**src/rtl/cmg_defs.svh**
```systemverilog
// Offsets, field positions, reset values and codes for the clock mode and global config block
// Assumes byte registers in the low bits of 32-bit Wishbone words
`ifndef CMG_DEFS_SVH
`define CMG_DEFS_SVH
`define CMG_OFS_CLOCK_MODE_SECOND   8'h45
`define CMG_OFS_GCR    8'h46
`define CMG_OFS_CLOCK_MODE_THIRD   8'h47
`define CMG_OFS_PC1    8'h48
`define CMG_OFS_PC2    8'h49
`define CMG_OFS_PC3    8'h4A
`define CMG_OFS_ISTAT  8'h4C
`define CMG_OFS_IMASK  8'h4D
`define CMG_OFS_EVSRC  8'h4E
`define CMG_OFS_RXRES  8'h4F
`define CMG_CLOCK_MODE_SECOND_MASK  8'hFD
`define CMG_GCR_MASK   8'hC1
`define CMG_EV_MASK    8'h07
`define CMG_B_TXADJ    7
`define CMG_B_RXADJ    6
`define CMG_B_CDIS     4
`define CMG_B_FPSEL    3
`define CMG_B_RXCSEL   2
`define CMG_B_TXCSEL   0
`define CMG_B_SHOW     7
`define CMG_B_BOTH     6
`define CMG_B_PD       0
`define CMG_RST_CLOCK_MODE_SECOND   8'h00
`define CMG_RST_GCR    8'h00
`define CMG_RST_CLOCK_MODE_THIRD   8'h00
`define CMG_RST_PCAB   8'h00
`define CMG_RST_PCC    8'hF0
`define CMG_FN_RLT     4'h8
`define CMG_FN_GPI     4'h9
`define CMG_FN_GPOH    4'hA
`define CMG_FN_GPOL    4'hB
`define CMG_FN_LOS     4'hC
`define CMG_FN_TRI     4'hD
`define CMG_FN_RDON    4'hE
`define CMG_FN_RCLK    4'hF
`define CMG_FN_FSYNC   4'h1
`endif

```
**src/rtl/cmg_pkg.sv**
```systemverilog
// Types shared by the clock mode and global config block
// Assumes cmg_defs.svh for numbers
package cmg_pkg;
   typedef logic [3:0] cmg_fn_t;
   typedef enum logic [1:0] {CMG_SRC_SYS, CMG_SRC_SYNTH, CMG_SRC_LINE} cmg_clk_src_t;
   typedef enum logic [1:0] {CMG_SY_TRACK, CMG_SY_CENTER, CMG_SY_FREEZE} cmg_synth_t;
endpackage

```
**src/rtl/cmg_regs.sv**
```systemverilog
// Clock mode and global config registers with Wishbone slave, clock select and port control
// Assumes classic Wishbone master on clk; pin inputs asynchronous and synchronised here
//
// Added by the designer: the Wishbone interface to the registers.
`timescale 1ns/1ns
`include "cmg_defs.svh"
module cmg_regs (
   input  wire logic        clk,
   input  wire logic        resetn,
   input  wire logic        wb_cyc_i,
   input  wire logic        wb_stb_i,
   input  wire logic        wb_we_i,
   input  wire logic [7:0]  wb_adr_i,
   input  wire logic [3:0]  wb_sel_i,
   input  wire logic [31:0] wb_dat_i,
   output logic [31:0]      wb_dat_o,
   output logic             wb_ack_o,
   output logic             irq,
   input  wire logic        master_mode,
   input  wire logic        sync_ref_present,
   input  wire logic        gapped_clock_in_active,
   input  wire logic        line_signal_lost,
   input  wire logic        alarm_src,
   input  wire logic        mfa_src,
   input  wire logic        bypass_mode,
   input  wire logic        rx_los_pin,
   input  wire logic        rx_rdon_pin,
   input  wire logic        rx_rclk_pin,
   input  wire logic        synth_fsync_n,
   output cmg_pkg::cmg_synth_t   rx_synth_mode,
   output cmg_pkg::cmg_clk_src_t rx_framer_clk_src,
   output cmg_pkg::cmg_clk_src_t tx_framer_clk_src,
   output logic             fsync_from_synth,
   output logic [3:0]       tx_corner_adjust,
   output logic [3:0]       rx_corner_adjust,
   output logic             tx_adjust_active,
   output logic             rx_adjust_active,
   output logic             show_masked_irqs,
   output logic             power_down,
   output logic             receiver_reset_command,
   output logic [2:0]       rx_port_o,
   output logic [2:0]       rx_port_oe,
   output logic [2:0]       rx_port_in,
   output logic [2:0]       rx_port_pullup
);
   import cmg_pkg::*;
   typedef struct packed {
      logic [7:0]  clock_mode_second;
      logic [7:0]  global_configuration;
      logic [7:0]  clock_mode_third;
      logic [7:0]  pc1;
      logic [7:0]  pc2;
      logic [7:0]  pc3;
      logic [2:0]  stat;
      logic [2:0]  mask;
      logic [31:0] rdata;
      logic        ack;
      logic        irq;
      logic        rres;
      cmg_synth_t  smode;
      cmg_clk_src_t rxsrc;
      cmg_clk_src_t txsrc;
      logic [4:0]  s1;
      logic [4:0]  s2;
   } cmg_regs_st_t;
   cmg_regs_st_t st;
   cmg_regs_st_t next_st;
   logic [2:0] ev;
   logic [2:0] fn_in_unused;
   logic       wr_stb;
   logic       rd_stb;
   logic [7:0] wbyte;

   // Byte lane 0 write with register mask
   function automatic logic [7:0] cmg_wr(input logic [7:0] cur, input logic [7:0] msk);
      cmg_wr = (wb_sel_i[0]) ? (wb_dat_i[7:0] & msk) : cur;
   endfunction

   // Two-flop synchroniser inputs read only from second stage
   wire logic [4:0] pins_raw = {rx_rclk_pin, rx_rdon_pin, rx_los_pin, alarm_src, mfa_src};
   wire logic los_s  = st.s2[2];
   wire logic rdon_s = st.s2[3];
   wire logic rclk_s = st.s2[4];

   cmg_irq u_irq (
      .clk           (clk),
      .resetn        (resetn),
      .src           ({st.s2[0], st.s2[1], line_signal_lost}),
      .both_edge_irq (st.global_configuration[`CMG_B_BOTH]),
      .event_p       (ev)
   );

   genvar gi;
   generate
      for (gi = 0; gi < 3; gi++) begin : g_port
         logic [7:0] pcv;
         assign pcv = (gi == 0) ? st.pc1 : (gi == 1) ? st.pc2 : st.pc3;
         cmg_port u_port (
            .clk        (clk),
            .resetn     (resetn),
            .fn         (pcv[7:4]),
            .power_down (st.global_configuration[`CMG_B_PD]),
            .fsync_n    (synth_fsync_n | ~st.clock_mode_second[`CMG_B_FPSEL]),
            .no_line_input_flag        (los_s),
            .rdon       (rdon_s),
            .rclk       (rclk_s),
            .pin_o      (rx_port_o[gi]),
            .pin_oe     (rx_port_oe[gi]),
            .is_input   (fn_in_unused[gi])
         );
      end
   endgenerate

   // Writes land at the edge where the master samples ack high
   assign wr_stb = wb_cyc_i & wb_stb_i & wb_we_i & st.ack;
   assign rd_stb = wb_cyc_i & wb_stb_i & ~wb_we_i & ~st.ack;
   assign wbyte  = wb_dat_i[7:0];

   // Register file, synthesizer and clock source selection, interrupt status
   always_comb begin
      next_st       = st;
      next_st.s1    = pins_raw;
      next_st.s2    = st.s1;
      next_st.ack   = wb_cyc_i & wb_stb_i & ~st.ack;
      next_st.rres  = 1'b0;
      next_st.rdata = 32'h0000_0000;
      if (wr_stb) begin
         case (wb_adr_i)
            `CMG_OFS_CLOCK_MODE_SECOND: next_st.clock_mode_second = cmg_wr(st.clock_mode_second, `CMG_CLOCK_MODE_SECOND_MASK);
            `CMG_OFS_GCR:  next_st.global_configuration  = cmg_wr(st.global_configuration, `CMG_GCR_MASK);
            `CMG_OFS_CLOCK_MODE_THIRD: next_st.clock_mode_third = cmg_wr(st.clock_mode_third, 8'hFF);
            `CMG_OFS_PC1:  next_st.pc1  = cmg_wr(st.pc1, 8'hF0);
            `CMG_OFS_PC2:  next_st.pc2  = cmg_wr(st.pc2, 8'hF0);
            `CMG_OFS_PC3:  next_st.pc3  = cmg_wr(st.pc3, 8'hF0);
            `CMG_OFS_IMASK: next_st.mask = wb_sel_i[0] ? wbyte[2:0] : st.mask;
            `CMG_OFS_RXRES: next_st.rres = wb_sel_i[0] & wbyte[0];
            default: next_st.rres = 1'b0;
         endcase
      end
      // Write one clears; a new event wins over the clear
      if (wr_stb && wb_adr_i == `CMG_OFS_ISTAT && wb_sel_i[0]) begin
         next_st.stat = st.stat & ~wbyte[2:0];
      end
      next_st.stat = next_st.stat | ev;
      if (rd_stb) begin
         case (wb_adr_i)
            `CMG_OFS_CLOCK_MODE_SECOND:  next_st.rdata = {24'h0, st.clock_mode_second};
            `CMG_OFS_GCR:   next_st.rdata = {24'h0, st.global_configuration};
            `CMG_OFS_CLOCK_MODE_THIRD:  next_st.rdata = {24'h0, st.clock_mode_third};
            `CMG_OFS_PC1:   next_st.rdata = {24'h0, st.pc1};
            `CMG_OFS_PC2:   next_st.rdata = {24'h0, st.pc2};
            `CMG_OFS_PC3:   next_st.rdata = {24'h0, st.pc3};
            `CMG_OFS_ISTAT: next_st.rdata = {29'h0, st.global_configuration[`CMG_B_SHOW] ? st.stat
                                                      : (st.stat & ~st.mask)};
            `CMG_OFS_IMASK: next_st.rdata = {29'h0, st.mask};
            `CMG_OFS_EVSRC: next_st.rdata = {29'h0, st.s2[0], st.s2[1], line_signal_lost};
            default:        next_st.rdata = 32'h0000_0000;
         endcase
      end
      // Summary excludes masked bits in every mode
      next_st.irq = |(next_st.stat & ~next_st.mask);
      // Receive synthesizer behaviour when references vanish
      if (!sync_ref_present && (master_mode || line_signal_lost || !gapped_clock_in_active)) begin
         next_st.smode = st.clock_mode_second[`CMG_B_CDIS] ? CMG_SY_FREEZE : CMG_SY_CENTER;
      end else begin
         next_st.smode = CMG_SY_TRACK;
      end
      if (!master_mode && !gapped_clock_in_active && sync_ref_present) begin
         next_st.smode = CMG_SY_TRACK;
      end
      if (bypass_mode) begin
         next_st.rxsrc = CMG_SRC_LINE;
      end else begin
         next_st.rxsrc = st.clock_mode_second[`CMG_B_RXCSEL] ? CMG_SRC_SYNTH : CMG_SRC_SYS;
      end
      next_st.txsrc = st.clock_mode_second[`CMG_B_TXCSEL] ? next_st.rxsrc : CMG_SRC_SYS;
   end

   always_ff @(posedge clk or negedge resetn) begin
      if (!resetn) begin
         st       <= '0;
         st.clock_mode_second  <= `CMG_RST_CLOCK_MODE_SECOND;
         st.global_configuration   <= `CMG_RST_GCR;
         st.clock_mode_third  <= `CMG_RST_CLOCK_MODE_THIRD;
         st.pc1   <= `CMG_RST_PCAB;
         st.pc2   <= `CMG_RST_PCAB;
         st.pc3   <= `CMG_RST_PCC;
         st.smode <= CMG_SY_TRACK;
         st.rxsrc <= CMG_SRC_SYS;
         st.txsrc <= CMG_SRC_SYS;
      end else begin
         st <= next_st;
      end
   end

   // Registered outputs; power down forces tx_adjust_active and rx_adjust_active low and rx_port_pullup high
   logic [12:0] outq;
   always_ff @(posedge clk or negedge resetn) begin
      if (!resetn) begin
         outq <= '0;
      end else begin
         outq[3:0]  <= next_st.clock_mode_third[7:4];
         outq[7:4]  <= next_st.clock_mode_third[3:0];
         outq[8]    <= next_st.clock_mode_second[`CMG_B_TXADJ] & ~next_st.global_configuration[`CMG_B_PD];
         outq[9]    <= next_st.clock_mode_second[`CMG_B_RXADJ] & ~next_st.global_configuration[`CMG_B_PD];
         outq[10]   <= next_st.clock_mode_second[`CMG_B_FPSEL];
         outq[11]   <= next_st.global_configuration[`CMG_B_SHOW];
         outq[12]   <= next_st.global_configuration[`CMG_B_PD];
      end
   end
   logic [2:0] pull_q;
   always_ff @(posedge clk or negedge resetn) begin
      if (!resetn) begin
         pull_q <= '0;
         rx_port_in <= '0;
      end else begin
         pull_q     <= {3{st.global_configuration[`CMG_B_PD]}};
         rx_port_in <= fn_in_unused;
      end
   end

   assign wb_dat_o               = st.rdata;
   assign wb_ack_o               = st.ack;
   assign irq                    = st.irq;
   assign rx_synth_mode          = st.smode;
   assign rx_framer_clk_src      = st.rxsrc;
   assign tx_framer_clk_src      = st.txsrc;
   assign tx_corner_adjust       = outq[3:0];
   assign rx_corner_adjust       = outq[7:4];
   assign tx_adjust_active       = outq[8];
   assign rx_adjust_active       = outq[9];
   assign fsync_from_synth       = outq[10];
   assign show_masked_irqs       = outq[11];
   assign power_down             = outq[12];
   assign receiver_reset_command = st.rres;
   assign rx_port_pullup         = pull_q;
endmodule

```
**src/rtl/cmg_port.sv**
```systemverilog
// One receive multifunction port: function decode to drive and enable
// Assumes inputs on the block clock; power down handled here
`timescale 1ns/1ns
`include "cmg_defs.svh"
module cmg_port (
   input  wire logic           clk,
   input  wire logic           resetn,
   input  wire cmg_pkg::cmg_fn_t fn,
   input  wire logic           power_down,
   input  wire logic           fsync_n,
   input  wire logic           no_line_input_flag,
   input  wire logic           rdon,
   input  wire logic           rclk,
   output logic                pin_o,
   output logic                pin_oe,
   output logic                is_input
);
   import cmg_pkg::*;
   typedef struct packed {
      logic o;
      logic oe;
      logic in;
   } cmg_port_st_t;
   cmg_port_st_t st;
   cmg_port_st_t next_st;
   // Function select sets value and direction
   always_comb begin
      next_st = '{o: 1'b0, oe: 1'b0, in: 1'b0};
      case (fn)
         `CMG_FN_RLT, `CMG_FN_GPI, `CMG_FN_TRI: next_st.in = 1'b1;
         `CMG_FN_GPOH: next_st = '{o: 1'b1, oe: 1'b1, in: 1'b0};
         `CMG_FN_GPOL: next_st = '{o: 1'b0, oe: 1'b1, in: 1'b0};
         `CMG_FN_LOS:  next_st = '{o: no_line_input_flag, oe: 1'b1, in: 1'b0};
         `CMG_FN_RDON: next_st = '{o: rdon, oe: 1'b1, in: 1'b0};
         `CMG_FN_RCLK: next_st = '{o: rclk, oe: 1'b1, in: 1'b0};
         `CMG_FN_FSYNC: next_st = '{o: fsync_n, oe: 1'b1, in: 1'b0};
         default: next_st = '{o: 1'b0, oe: 1'b0, in: 1'b0};
      endcase
      if (power_down) begin
         next_st = '{o: 1'b0, oe: 1'b0, in: 1'b0};
      end
   end
   always_ff @(posedge clk or negedge resetn) begin
      if (!resetn) begin
         st <= '0;
      end else begin
         st <= next_st;
      end
   end
   assign pin_o    = st.o;
   assign pin_oe   = st.oe;
   assign is_input = st.in;
endmodule

```
**src/rtl/cmg_irq.sv**
```systemverilog
// Interrupt event shaping: edge detection per source with single or both-edge mode
// Assumes source levels already synchronised
`timescale 1ns/1ns
`include "cmg_defs.svh"
module cmg_irq (
   input  wire logic       clk,
   input  wire logic       resetn,
   input  wire logic [2:0] src,
   input  wire logic       both_edge_irq,
   output logic [2:0]      event_p
);
   import cmg_pkg::*;
   typedef struct packed {
      logic [2:0] prev;
      logic [2:0] ev;
   } cmg_irq_st_t;
   cmg_irq_st_t st;
   cmg_irq_st_t next_st;
   // Rising edge only, or any change when both-edge is on
   always_comb begin
      next_st.prev = src;
      next_st.ev   = both_edge_irq ? (src ^ st.prev) : (src & ~st.prev);
   end
   always_ff @(posedge clk or negedge resetn) begin
      if (!resetn) begin
         st <= '0;
      end else begin
         st <= next_st;
      end
   end
   assign event_p = st.ev;
endmodule

```
**config.mk**
```make
export PLATFORM = sky130hd
export DESIGN_NAME = cmg_regs
export DESIGN_NICKNAME = d
export VERILOG_FILES = /design/src/rtl/cmg_pkg.sv /design/src/rtl/cmg_regs.sv /design/src/rtl/cmg_port.sv /design/src/rtl/cmg_irq.sv
export VERILOG_INCLUDE_DIRS = /design/src /design/src/rtl
export SDC_FILE = /design/constraint.sdc
export NUM_CORES = 1
export LEC_CHECK = 0
export ABC_AREA = 1
export ABC_CLOCK_PERIOD_IN_PS = 1300
export BUFFER_PORTS_ARGS = -buffer_cell sky130_fd_sc_hd__buf_2
export CAP_MARGIN = 20
export CORE_MARGIN = 4
export CORE_UTILIZATION = 51
export DETAILED_ROUTE_END_ITERATION = 16
export PLACE_DENSITY = 0.79
export SLEW_MARGIN = 20
export SYNTH_ARGS = -nofsm -noshare
export SYNTH_HDL_FRONTEND = slang
export SYNTH_SLANG_ARGS = --single-unit
```
**constraint.sdc**
```tcl
create_clock -name clk -period 1.3 [get_ports clk]
set_input_delay 0.26 -clock clk [delete_from_list [all_inputs] [get_ports clk]]
set_output_delay 0.26 -clock clk [all_outputs]
set_load 0.01 [all_outputs]
```
; Yosys cells after proc, flatten, opt, wreduce, memory -nomap -nowiden
; Cells that the tools add are included.
[totals]
reg_bits = 119
latch_bits = 0
ram_bits = 0
mem_bits_ro = 0
in_bits = 60
out_inout_bits = 66
wordCells = 151
mem_count = 0
[op_classes]
add_sub_neg = 0
multipliers = 0
n_div = 0
n_lt_le_gt_ge = 0
eq_ne = 37
shift = 0
n_mux = 38
bitwise_logic = 24
n_reduce_logical = 19
[op_table]
columns = cell, n
row1 = two-way mux 8 bit, 13
row2 = "== test 4 bit, second input constant", 24
row3 = "== test 8 x 7 -> 1 bit, second input constant", 10
row4 = case mux 8 bit (9 select lines), 1
row5 = two-way mux 48 bit, 1
row6 = case mux 2 bit (6 select lines), 3
row7 = two-way mux 3 bit, 9
row8 = AND reduction 3 bit, 5
row9 = AND 3 bit, 4
row10 = "== test 4 x 1 -> 1 bit, second input constant", 3
row11 = NOT 3 bit, 4
row12 = OR reduction 3 bit, 4
row13 = two-way mux 2 bit, 5
row14 = AND 1 bit, 9
row15 = two-way mux 1 bit, 6
row16 = logical AND 1 bit, 5
row17 = NOT 1 bit, 4
row18 = logical NOT 1 bit, 3
row19 = bitwise OR 3 bit, 1
row20 = XOR 3 bit, 1
row21 = logical OR 1 bit, 2
row22 = bitwise OR 1 bit, 1

; Depth between registers and ports, before layout
; Gate-level depths: netlist (run 1).
[depth]
word_depth = 9
depth_mapped = 9
mapped_depth_nobuf = 9

; By module
; A second synthesis (run 1) with hierarchy kept.
[hier_totals]
cells_unflattened = 488
area_unflattened_um2 = 4165.2
[by_module_without_submodules]
columns = mod, n_inst, cells_per_inst, area_per_inst_um2, seq_area_each_um2
row1 = cmg_regs, 1, 373, 3316.9, 1731.7
row2 = cmg_port, 3, 29, 192.7, 75.1
row3 = cmg_irq, 1, 28, 270.3, 150.1

; Least setup slack after synthesis (run 1)
; No wires, ideal clock.
[synth_path]
path_type = flip-flop to flip-flop
from = reg st (netlist bit wb_ack_o)
to = reg outq[1]
setup_time_ns = 0.119
arrival_ns = 1.172
t_required_ns = 1.181
slack_ns = 0.008
path_stages_with_launch = 8
n_path_buf = 2
synth_period_minus_slack_ns = 1.292
cell_sequence = dfrtp_1 -> nand3_1 -> nor2_1 -> buf_4 -> nand2_2 -> buf_6 -> nand2_1 -> o21ai_2
[synth_between]
elab_chain_len = 2
[synth_rtl]
columns = element, line
row1 = "start, declared", cmg_regs.sv:66  ; cmg_regs_st_t st;
row2 = "start signal, assigned", cmg_regs.sv:192  ; st <= next_st;
row3 = AND 1 bit, cmg_regs.sv:115  ; assign wr_stb = wb_cyc_i & wb_stb_i & wb_we_i & st.ack;
row4 = two-way mux 48 bit, cmg_regs.sv:127  ; if (wr_stb) begin
row5 = "end signal, assigned", cmg_regs.sv:202  ; outq[3:0] <= next_st.clock_mode_third[7:4];
row6 = "end, declared", cmg_regs.sv:197  ; logic [12:0] outq;
; Every way passes these cells.
; A chain may end at the register's enable or synchronous reset.

==> impl_metrics.py, run 1 <==
metrics = {
    "worst_setup_path": {
        "timing.rr.start": "wb_ack_o$_DFF_PN0_",
        "crit_start": "wb_ack_o$_DFF_PN0_",
        "required_ns": 1.53,
        "crit_path_end_kind": "flip-flop",
        "crit_path_start_kind": "flip-flop",
        "critPathArrivalTime_ns": 1.57,
        "timing_worst_setup_path_type": "reg -> reg",
        "r2r_cells": 8,
        "cp_max_fo": 6,
        "r2r_end": "irq$_DFF_PN0_",
        "rrSetupSlack_ns": -0.04,
    },
    "floorplan": {
        "core_um2": 7727,
        "start_util": 0.5220,
        "die_w_um": 96.94,
        "num_rows": 32,
        "pin_count": 126,
        "die_area_um2": 9396,
        "die_h_um": 96.94,
    },
    "sta": {
        "whs_ns": 0.05924,
        "setup_tns_ns": -0.04214,
        "period_share": 1.032,
        "finalHoldViolCount": 0,
        "skew_ns": 0.01287,
        "clock.fmax_ghz": 0.7451,
        "rsz0062_at_grt": "true",
        "finalSetupViolCount": 1,
        "fin_ws_ns": -0.04214,
        "min_period_ns": 1.342,
        "finalMaxSlewViolations": 0,
    },
    "power_and_ir_drop": {
        "power.leakage_nw": 2.530,
        "power_density_nw_per_um2": 1020,
        "total_power_mw": 4.908,
        "ir_worst_vdd_uv": 542.5,
    },
    "synth": {
        "synth_top_area_frac": 0.4963,
        "yosys_warnings": 0,
        "async_flop_share": 1.000,
        "synth-edff-count": 0,
        "synth-seq-area-share": 0.5223,
        "synth_ff_type": "dfrtp_1",
        "syn-cell-area_um2": 4034,
        "yosysMostFrequentCell": "nand2_1",
        "ys_types": 32,
        "netlist_instances": 458,
        "synth_area_leader_cell": "dfrtp_1",
        "ys_ff_latch": 84,
        "syn_avg_cell_area_um2": 8.808,
        "synthTopCellsByCount": "nand2_1, dfrtp_1, buf_4",
        "synthTopCellsByArea": "dfrtp_1, buf_4, nand2_1, inv_1, nor2_1",
    },
    "detailed_routing": {
        "vias": 3204,
        "drc_errors": 0,
        "routed_wirelength_um": 8978,
        "vias_per_cell": 4.944,
        "drt-pass1-iter-count": 5,
        "drt-initial-drc-count": 225,
        "postRouteAntennaNets": 0,
        "wl_per_cell_um": 13.85,
    },
    "clock_network": {
        "cts_tree": "done",
        "cts.sinks": 84,
        "clock-root-buffer": "clkbuf_8",
        "cts_made_buffers": 9,
        "clockBufferDepth": 2,
        "htree_levels": 3,
        "clkTransAtPathRegs_ns": 0.08,
        "clkLatencyLatePin_ns": 0.35,
    },
    "placement": {
        "gp_routability_congestion": 0.9286,
        "io_buffer_count": 74,
        "hpwlAfterDp_um": 6834,
    },
    "layout": {
        "diodes": 0,
        "syn2layout_area_growth_pct": 19.23,
        "final_core_util": 0.6224,
        "post_route_cells_drive_above_1_share": 0.2949,
        "final_nets": 604,
        "fill_cells": 666,
    },
    "grt": {
        "antenna_found_initial": 0,
        "grt_pass1_vias": 3074,
        "grt_first_pass_wirelength_um": 14820,
        "track_usage": 0.1962,
        "grt_max_degree": 27,
        "grt_overflow": 0,
    },
    "job": {
        "drv_cap": 0,
    },
    "status": {
        "status": "finished with violations",
        "violations": "negative setup slack",
    },
    "hold_path": {
        "worstHoldStart": "bypass_mode",
        "hold_depth": 1,
        "worst_hold_path_type": "in -> reg",
        "min_to": "rx_framer_clk_src[1]$_DFF_PN0_",
    },
}
[what timing repair did]
item                       4_1_cts  5_1_grt
hold endpoints to repair        24        0
gates resized for setup         10       24
setup buffers                    1        0
pin swaps                        2        6
setup endpoints to repair       16       36
hold buffers                     6        0
cloned                           1        0
[layer usage]
layer | part of all wire | global-route usage | vias up | wire [µm]
li1 | - | - | 1553 | -
met1 | 0.44 | 0.2749 | 1503 | 3967
met2 | 0.46 | 0.2930 | 138 | 4118
met3 | 0.085 | 0.05407 | 10 | 759
met4 | 0.015 | 0.07019 | 0 | 133
met5 | 0 | 0 | - | 0
[state kept, by name (all words and copies together), names as in the netlist, 2 cells and up]
signal	flops
outq	12
g_port.u_port.pin_o	3
rx_synth_mode	2
u_irq.st	3
g_port.u_port.is_input	3
rx_port_in	3
u_irq.event_p	3
wb_dat_o	8
g_port.pcv	12
tx_framer_clk_src	2
rx_framer_clk_src	2
g_port.u_port.pin_oe	3
next_st	5
st	16
[worst max path at each step]
stage	to	cells past startpoint
3_5_place_dp	irq$_DFF_PN0_	9
3_3_place_gp	irq$_DFF_PN0_	9
5_1_grt	irq$_DFF_PN0_	8
2_1_floorplan	outq[1]$_DFFE_PN0P_	7
6_report	irq$_DFF_PN0_	8
4_1_cts	irq$_DFF_PN0_	8
[area by class of cell]
| type | count | area [µm²] | share of cell area |
|---|---|---|---|
| clock buffer | 11 | 151.4 | 0.03148 |
| clock inverter | 5 | 58.81 | 0.01223 |
| multi-input combinational | 284 | 1449 | 0.3012 |
| tap | 102 | 127.6 | 0.02653 |
| inverter | 51 | 191.4 | 0.03980 |
| sequential | 84 | 2108 | 0.4383 |
| timing repair buffer | 111 | 723.2 | 0.1504 |
[metrics by stage]
stage               instance area, µm²  worst slack, ns  instances
finish                            4810         -0.04214        648
global route                      4810          -0.1126        648
CTS                               4747         0.009899        648
detailed placement                4433          -0.1546        624
global placement                  4433          -0.1150        624
floorplan                         4120         0.008185        481
[power by group]
part	switching (mW)	total, mW	internal, mW
sequential	0.0176	2.66	2.64
clock	0.915	1.91	0.995
combinational	0.211	0.335	0.124
total	1.14	4.91	3.76
[layout by cell type, fill, tap and decap left out, types with 4 or more instances in the layout]
| cell | instances |
|---|---|
| conb_1 | 24 |
| buf_12 | 4 |
| dlygate4sd3_1 | 6 |
| dfstp_2 | 4 |
| nor3_1 | 4 |
| nand2_1 | 94 |
| o21ai_2 | 8 |
| nor2_2 | 7 |
| buf_4 | 26 |
| inv_1 | 50 |
| nand3_1 | 30 |
| a21oi_1 | 7 |
| nand2_2 | 5 |
| o21ai_1 | 9 |
| buf_2 | 73 |
| clkbuf_8 | 11 |
| dfrtp_1 | 79 |
| o21ai_0 | 16 |
| o211ai_1 | 4 |
| nor2_1 | 43 |
[worst max-delay path, cell delays in order (launching register included)]
cell and delay (ns):
dfrtp_1 0.38, nand3_2 0.12, nor2_4 0.12, buf_6 0.17, nand3_4 0.12, nand2_2 0.08, o21ai_1 0.07, nand2_1 0.10
nand3_2 0.08
[kinds of logic (layout without fill, tap and decap cells)]
group	count (synthesis)	count (layout)	synth area share
DFF	84	84	0.5223
buffers and inverters	113	178	0.1604
adders and majority gates	3	3	0.009306
AOI/OAI and AO/OA	61	61	0.09522
and+or+nand+nor	196	196	0.2119
other	1	24	0.0009296
Power figures use the tool's default switching activity.
==> run 2: changes to the inputs <==
--- a/config.mk
+++ b/config.mk
@@ -8,12 +8,12 @@
 export LEC_CHECK = 0
 export ABC_AREA = 1
 export ABC_CLOCK_PERIOD_IN_PS = 1300
-export BUFFER_PORTS_ARGS = -buffer_cell sky130_fd_sc_hd__buf_2
 export CAP_MARGIN = 20
 export CORE_MARGIN = 4
-export CORE_UTILIZATION = 51
+export CORE_UTILIZATION = 60
 export DETAILED_ROUTE_END_ITERATION = 16
-export PLACE_DENSITY = 0.79
+export DONT_BUFFER_PORTS = 1
+export PLACE_DENSITY = 0.75
 export SLEW_MARGIN = 20
 export SYNTH_ARGS = -nofsm -noshare
 export SYNTH_HDL_FRONTEND = slang
==> impl_metrics.py, run 2 (synthesis results as in run 1) <==
metrics = {
    "grt": {
        "grt_overflow": 0,
        "grt_max_degree": 85,
        "track_usage": 0.2132,
        "antenna_found_initial": 0,
        "grt_pass1_vias": 2789,
        "grt_first_pass_wirelength_um": 13690,
    },
    "sta": {
        "finalMaxSlewViolations": 0,
        "finalSetupViolCount": 0,
        "finalHoldViolCount": 84,
        "clock.fmax_ghz": 0.7778,
        "whs_ns": -0.4087,
        "min_period_ns": 1.286,
        "skew_ns": 0.007903,
        "rsz0062_at_grt": "true",
        "period_share": 0.9889,
        "worst_pin_slew_ns": 0.4951,
        "fin_ws_ns": 0.01438,
        "relSlewSlack": 0.6614,
    },
    "detailed_routing": {
        "drc_errors": 0,
        "postRouteAntennaNets": 0,
        "vias": 2961,
        "drt-pass1-iter-count": 7,
        "routed_wirelength_um": 8506,
        "drt-initial-drc-count": 316,
        "vias_per_cell": 5.423,
        "wl_per_cell_um": 15.58,
    },
    "clock_network": {
        "clockBufferDepth": 2,
        "cts_made_buffers": 9,
        "clkTransAtPathRegs_ns": 0.08,
        "htree_levels": 3,
        "clkLatencyLatePin_ns": 0.35,
        "clock-root-buffer": "clkbuf_8",
        "holdBufCountCts": 7,
        "cts.sinks": 84,
        "cts_tree": "done",
    },
    "floorplan": {
        "start_util": 0.6281,
        "die_area_um2": 8099,
        "core_um2": 6422,
        "die_w_um": 90.00,
        "die_h_um": 90.00,
        "num_rows": 29,
        "pin_count": 126,
    },
    "layout": {
        "largest_register_ffs": 16,
        "fin_area_um2": 4383,
        "mostFrequentLayoutCells": "nand2_1, dfrtp_1, inv_1, nor2_1, nand3_1",
        "final_nets": 527,
        "final_common_cell": "nand2_1",
        "post_route_cells_drive_above_1_share": 0.1919,
        "diodes": 0,
        "syn2layout_area_growth_pct": 8.654,
        "regMostFlops": "st",
        "fill_cells": 490,
    },
    "placement": {
        "io_buffer_count": 0,
        "hpwlAfterDp_um": 6077,
        "post_dp_cell_area_um2": 3939,
        "gp_routability_congestion": 0.9272,
        "post-place-ws_ns": -0.06004,
    },
    "worst_setup_path": {
        "max_stage_delay_ns": 0.39,
        "cp_max_fo": 4,
        "crit_path_start_kind": "flip-flop",
        "crit_path_end_kind": "flip-flop",
        "required_ns": 1.54,
        "critPathArrivalTime_ns": 1.53,
        "path_buf_inv": 1,
        "timing_worst_setup_path_type": "reg -> reg",
        "critical_path.top_delay_family": "flip-flops",
        "cp_slowest_cell": "dfrtp_1",
        "path_cells": "buf_4 > nor2_4 > nand4_1 > a21oi_1",
    },
    "job": {
        "drv_cap": 0,
    },
    "power_and_ir_drop": {
        "ir_worst_vdd_uv": 722.0,
        "power.leakage_nw": 2.214,
        "power_density_nw_per_um2": 1082,
    },
    "hold_path": {
        "worst_hold_path_type": "in -> async",
    },
    "status": {
        "status": "finished with violations",
        "violations": "negative hold slack",
    },
}
==> run 2: cell types whose count changed in the layout (fill, tap and decap cells not counted), moves of 3 or more <==
cell       delta
buf_2        -72
buf_4         -4
buf_12        -3
nand2_1       -7
nand2_2       +5
o21ai_1       +3
a2111oi_0     +3
==> run 2: worst paths after layout <==
kind / slack (ns) / depth (start not counted) / from / endpoint
setup / recovery: 0.01 / 4 / wb_ack_o$_DFF_PN0_ / wb_dat_o[3]$_DFF_PN0_
hold / removal: -0.41 / 0 / resetn / rx_framer_clk_src[0]$_DFF_PN0_
setup reg to reg: 0.01 / 4 / wb_ack_o$_DFF_PN0_ / wb_dat_o[3]$_DFF_PN0_
hold reg to reg: 0.35 / 0 / g_port[2].u_port.is_input$_DFF_PN0_ / rx_port_in[2]$_DFF_PN0_
max in group asynchronous: 1.49 / 0 / resetn / g_port[2].pcv[7]$_DFFE_PN1P_
min in group clk: 0.03 / 2 / wb_dat_i[7] / st[104]$_DFF_PN0_
==> run 2: power breakdown <==
part	internal, mW	switching, mW
combinational	0.0617	0.132
sequential	2.65	0.0209
clock	0.987	0.896
==> run 2: final cells by class <==
type	count	area [µm²]	area share
Multi-Input combinational cell	284	1490	0.3400
Inverter	51	191.4	0.04368
Clock buffer	12	155.1	0.03540
Timing Repair Buffer	34	294.0	0.06709
Tap cell	77	96.34	0.02198
Clock inverter	4	47.55	0.01085
Sequential cell	84	2108	0.4810
==> run 2: per-stage QoR <==
step | hold slack [ns] | TNS, ns | total power [mW] | util | cells
6_report | -0.4087 | 0 | 4.743 | 0.6824 | 546
5_1_grt | -0.4287 | -0.1894 | 4.924 | 0.6824 | 546
4_1_cts | -0.4200 | -0.01130 | 4.770 | 0.6673 | 543
3_5_place_dp | -0.03362 | -0.8008 | 2.873 | 0.6133 | 518
3_3_place_gp | -0.03386 | -0.5504 | 2.869 | 0.6133 | 518
2_1_floorplan | -0.03559 | 0 | 2.889 | - | 481
==> run 2: repair_timing <==
item	in CTS	in global routing
gates cloned	1	0
setup endpoints to repair	30	33
endpoints found under the hold margin	94	84
pin swaps	2	11
setup buffers	1	3
gates resized for setup	20	26
==> run 2: per-layer routing <==
layer  wire length [µm]  GRT usage
met3                913    0.06427
met2               3657     0.3133
met1               3719     0.2952
met4                216    0.09056
met5                  0          0
==> run 3: changes to the inputs <==
--- a/config.mk
+++ b/config.mk
@@ -13,6 +13,7 @@
 export CORE_UTILIZATION = 60
 export DETAILED_ROUTE_END_ITERATION = 16
 export DONT_BUFFER_PORTS = 1
+export MAX_ROUTING_LAYER = met4
 export PLACE_DENSITY = 0.75
 export SLEW_MARGIN = 20
 export SYNTH_ARGS = -nofsm -noshare
==> constraint.sdc (replaced) <==
create_clock -name clk -period 1.3 [get_ports clk]
set_input_delay 0.065 -clock clk [delete_from_list [all_inputs] [get_ports clk]]
set_output_delay 0.065 -clock clk [all_outputs]
set_load 0.01 [all_outputs]
==> impl_metrics.py, run 3 (synthesis results as in run 1) <==
metrics = {
    "status": {
        "status": "finished with violations",
        "violations": "negative hold slack, negative setup slack",
    },
    "floorplan": {
        "die_area_um2": 8099,
        "die_h_um": 90.00,
        "die_w_um": 90.00,
        "pin_count": 126,
        "num_rows": 29,
        "start_util": 0.6281,
        "core_um2": 6422,
    },
    "power_and_ir_drop": {
        "seqPwrFrac": 0.588,
        "p_comb_frac": 0.052,
        "power_density_nw_per_um2": 1007,
        "total_power_mw": 4.533,
        "p_int_mw": 3.475,
        "ir_worst_vdd_uv": 674.2,
        "swShare": 0.2334,
        "clkPwrFrac": 0.360,
        "power.leakage_nw": 2.225,
        "p_switching_mw": 1.058,
    },
    "hold_path": {
        "worst_hold_path_type": "in -> async",
    },
    "placement": {
        "io_buffer_count": 0,
        "dp_cells": 508,
        "gp_routability_congestion": 0.9115,
        "hpwlAfterDp_um": 6084,
    },
    "worst_setup_path": {
        "rrSetupSlack_ns": -0.06,
        "timing.rr.start": "wb_ack_o$_DFF_PN0_",
        "crit_path_end_kind": "flip-flop",
        "crit_top_cell": "buf_12",
        "critical_path.top_delay_family": "buffers and inverters",
        "path_buf_inv": 3,
        "cp_max_fo": 8,
        "crit_path_start_kind": "flip-flop",
        "max_stage_delay_ns": 0.37,
        "r2r_cells": 7,
        "r2r_end": "st[97]$_DFFE_PN0P_",
        "timing_worst_setup_path_type": "reg -> reg",
        "critPathArrivalTime_ns": 1.60,
        "cp_slowest_cell": "dfrtp_1",
        "path_cells": "nand3_2 > nor2_4 > buf_6 > buf_12 > nand2_8 > buf_12 > a21o_1",
        "required_ns": 1.54,
    },
    "layout": {
        "final_core_util": 0.7011,
        "diodes": 0,
        "largest_register_ffs": 16,
        "regMostFlops": "st",
        "post_route_cells_drive_above_1_share": 0.1740,
        "syn2layout_area_growth_pct": 11.63,
        "mostFrequentLayoutCells": "nand2_1, dfrtp_1, inv_1, nor2_1, nand3_1",
        "fill_cells": 489,
        "stdcell_count": 554,
        "final_nets": 535,
        "final_common_cell": "nand2_1",
    },
    "grt": {
        "busiest_layer": "met2",
        "met3_usage": 0.05342,
        "grt_max_degree": 85,
        "track_usage": 0.2317,
        "grt_first_pass_wirelength_um": 14450,
        "antenna_found_initial": 0,
        "grt_use_met1": 0.3118,
        "grt_overflow": 0,
        "gr-usage-met2": 0.3402,
        "grt_pass1_vias": 2906,
    },
    "detailed_routing": {
        "wl_per_cell_um": 16.25,
        "vias_per_cell": 5.673,
        "drt-initial-drc-count": 323,
        "vias": 3143,
        "drt-pass1-iter-count": 6,
        "drc_errors": 0,
        "postRouteAntennaNets": 0,
        "routed_wirelength_um": 9002,
    },
    "job": {
        "drv_cap": 0,
    },
    "sta": {
        "min_period_ns": 1.361,
        "finalSetupViolCount": 5,
        "whs_ns": -0.6008,
        "clock.fmax_ghz": 0.7349,
        "rsz0062_at_grt": "true",
        "period_share": 1.047,
        "fin_ws_ns": -0.06078,
        "setup_tns_ns": -0.1471,
        "finalMaxSlewViolations": 0,
        "skew_ns": 0.007603,
        "finalHoldViolCount": 84,
    },
    "clock_network": {
        "cts_made_buffers": 9,
        "clock-root-buffer": "clkbuf_8",
        "htree_levels": 3,
        "clkLatencyLatePin_ns": 0.35,
        "cts.sinks": 84,
        "clockBufferDepth": 2,
        "cts_tree": "done",
        "clkTransAtPathRegs_ns": 0.08,
    },
}
-- run 3: repair_timing --
item                                   in CTS  in global routing
endpoints found under the hold margin     129                 85
resized for setup                          14                 39
setup buffers                               2                  2
setup endpoints to repair                  22                 43
gates cloned                                1                  0
pin swaps                                   0                  3
hold buffers                               24                  1
-- run 3: worst max-delay path by stage --
stage                  startpoint             endpoint  slack (ns)  cells after the start
2_1_floorplan  wb_ack_o$_DFF_PN0_  outq[1]$_DFFE_PN0P_       0.008                      7
3_3_place_gp   wb_ack_o$_DFF_PN0_    outq[8]$_DFF_PN0_       -0.05                      6
3_5_place_dp   wb_ack_o$_DFF_PN0_   st[97]$_DFFE_PN0P_       -0.06                      6
4_1_cts        wb_ack_o$_DFF_PN0_        irq$_DFF_PN0_      -0.003                      7
5_1_grt        wb_ack_o$_DFF_PN0_        irq$_DFF_PN0_       -0.12                      8
6_report       wb_ack_o$_DFF_PN0_   st[97]$_DFFE_PN0P_       -0.06                      7
-- run 3: cell type report --
class | count | area, µm² | share of cell area
Tap cell | 77 | 96.34 | 0.02139
Clock inverter | 4 | 25.02 | 0.005557
Timing Repair Buffer | 42 | 425.4 | 0.09447
Multi-Input combinational cell | 284 | 1513 | 0.3359
Sequential cell | 84 | 2107 | 0.4679
Inverter | 51 | 191.4 | 0.04251
Clock buffer | 12 | 145.1 | 0.03223
-- run 3: metal layers --
metal | up-vias | part of all wire
li1 | 1421 | -
met1 | 1486 | 0.42
met2 | 214 | 0.46
met3 | 22 | 0.10
met4 | 0 | 0.023
met5 | - | 0
-- run 3: through the flow --
| stage | cell area, µm² | setup WS (ns) | hold slack [ns] |
|---|---|---|---|
| 6_report | 4503 | -0.06078 | -0.6008 |
| 5_1_grt | 4503 | -0.1152 | -0.6165 |
| 4_1_cts | 4342 | -0.003113 | -0.6164 |
| 3_5_place_dp | 3876 | -0.05748 | -0.2286 |
| 3_3_place_gp | 3876 | -0.04543 | -0.2288 |
| 2_1_floorplan | 4120 | 0.008185 | -0.2306 |
-- run 3: power groups by stage --
stage	sequential, mW	clock [mW]	combinational (mW)
after floorplan	2.71	0	0.180
after global placement	2.72	0	0.144
after detailed placement	2.72	0	0.149
after CTS	2.67	1.67	0.218
after global routing	2.67	1.79	0.259
final	2.67	1.63	0.237
-- run 3: worst register-to-register path, delay by kind of cell (launching register included) --
| kind | cells | cell delay (ns) |
|---|---|---|
| flip-flops | 1 | 0.37 |
| AO/OA/AOI/OAI | 1 | 0.14 |
| buffers and inverters | 3 | 0.41 |
| AND/OR/NAND/NOR | 3 | 0.34 |
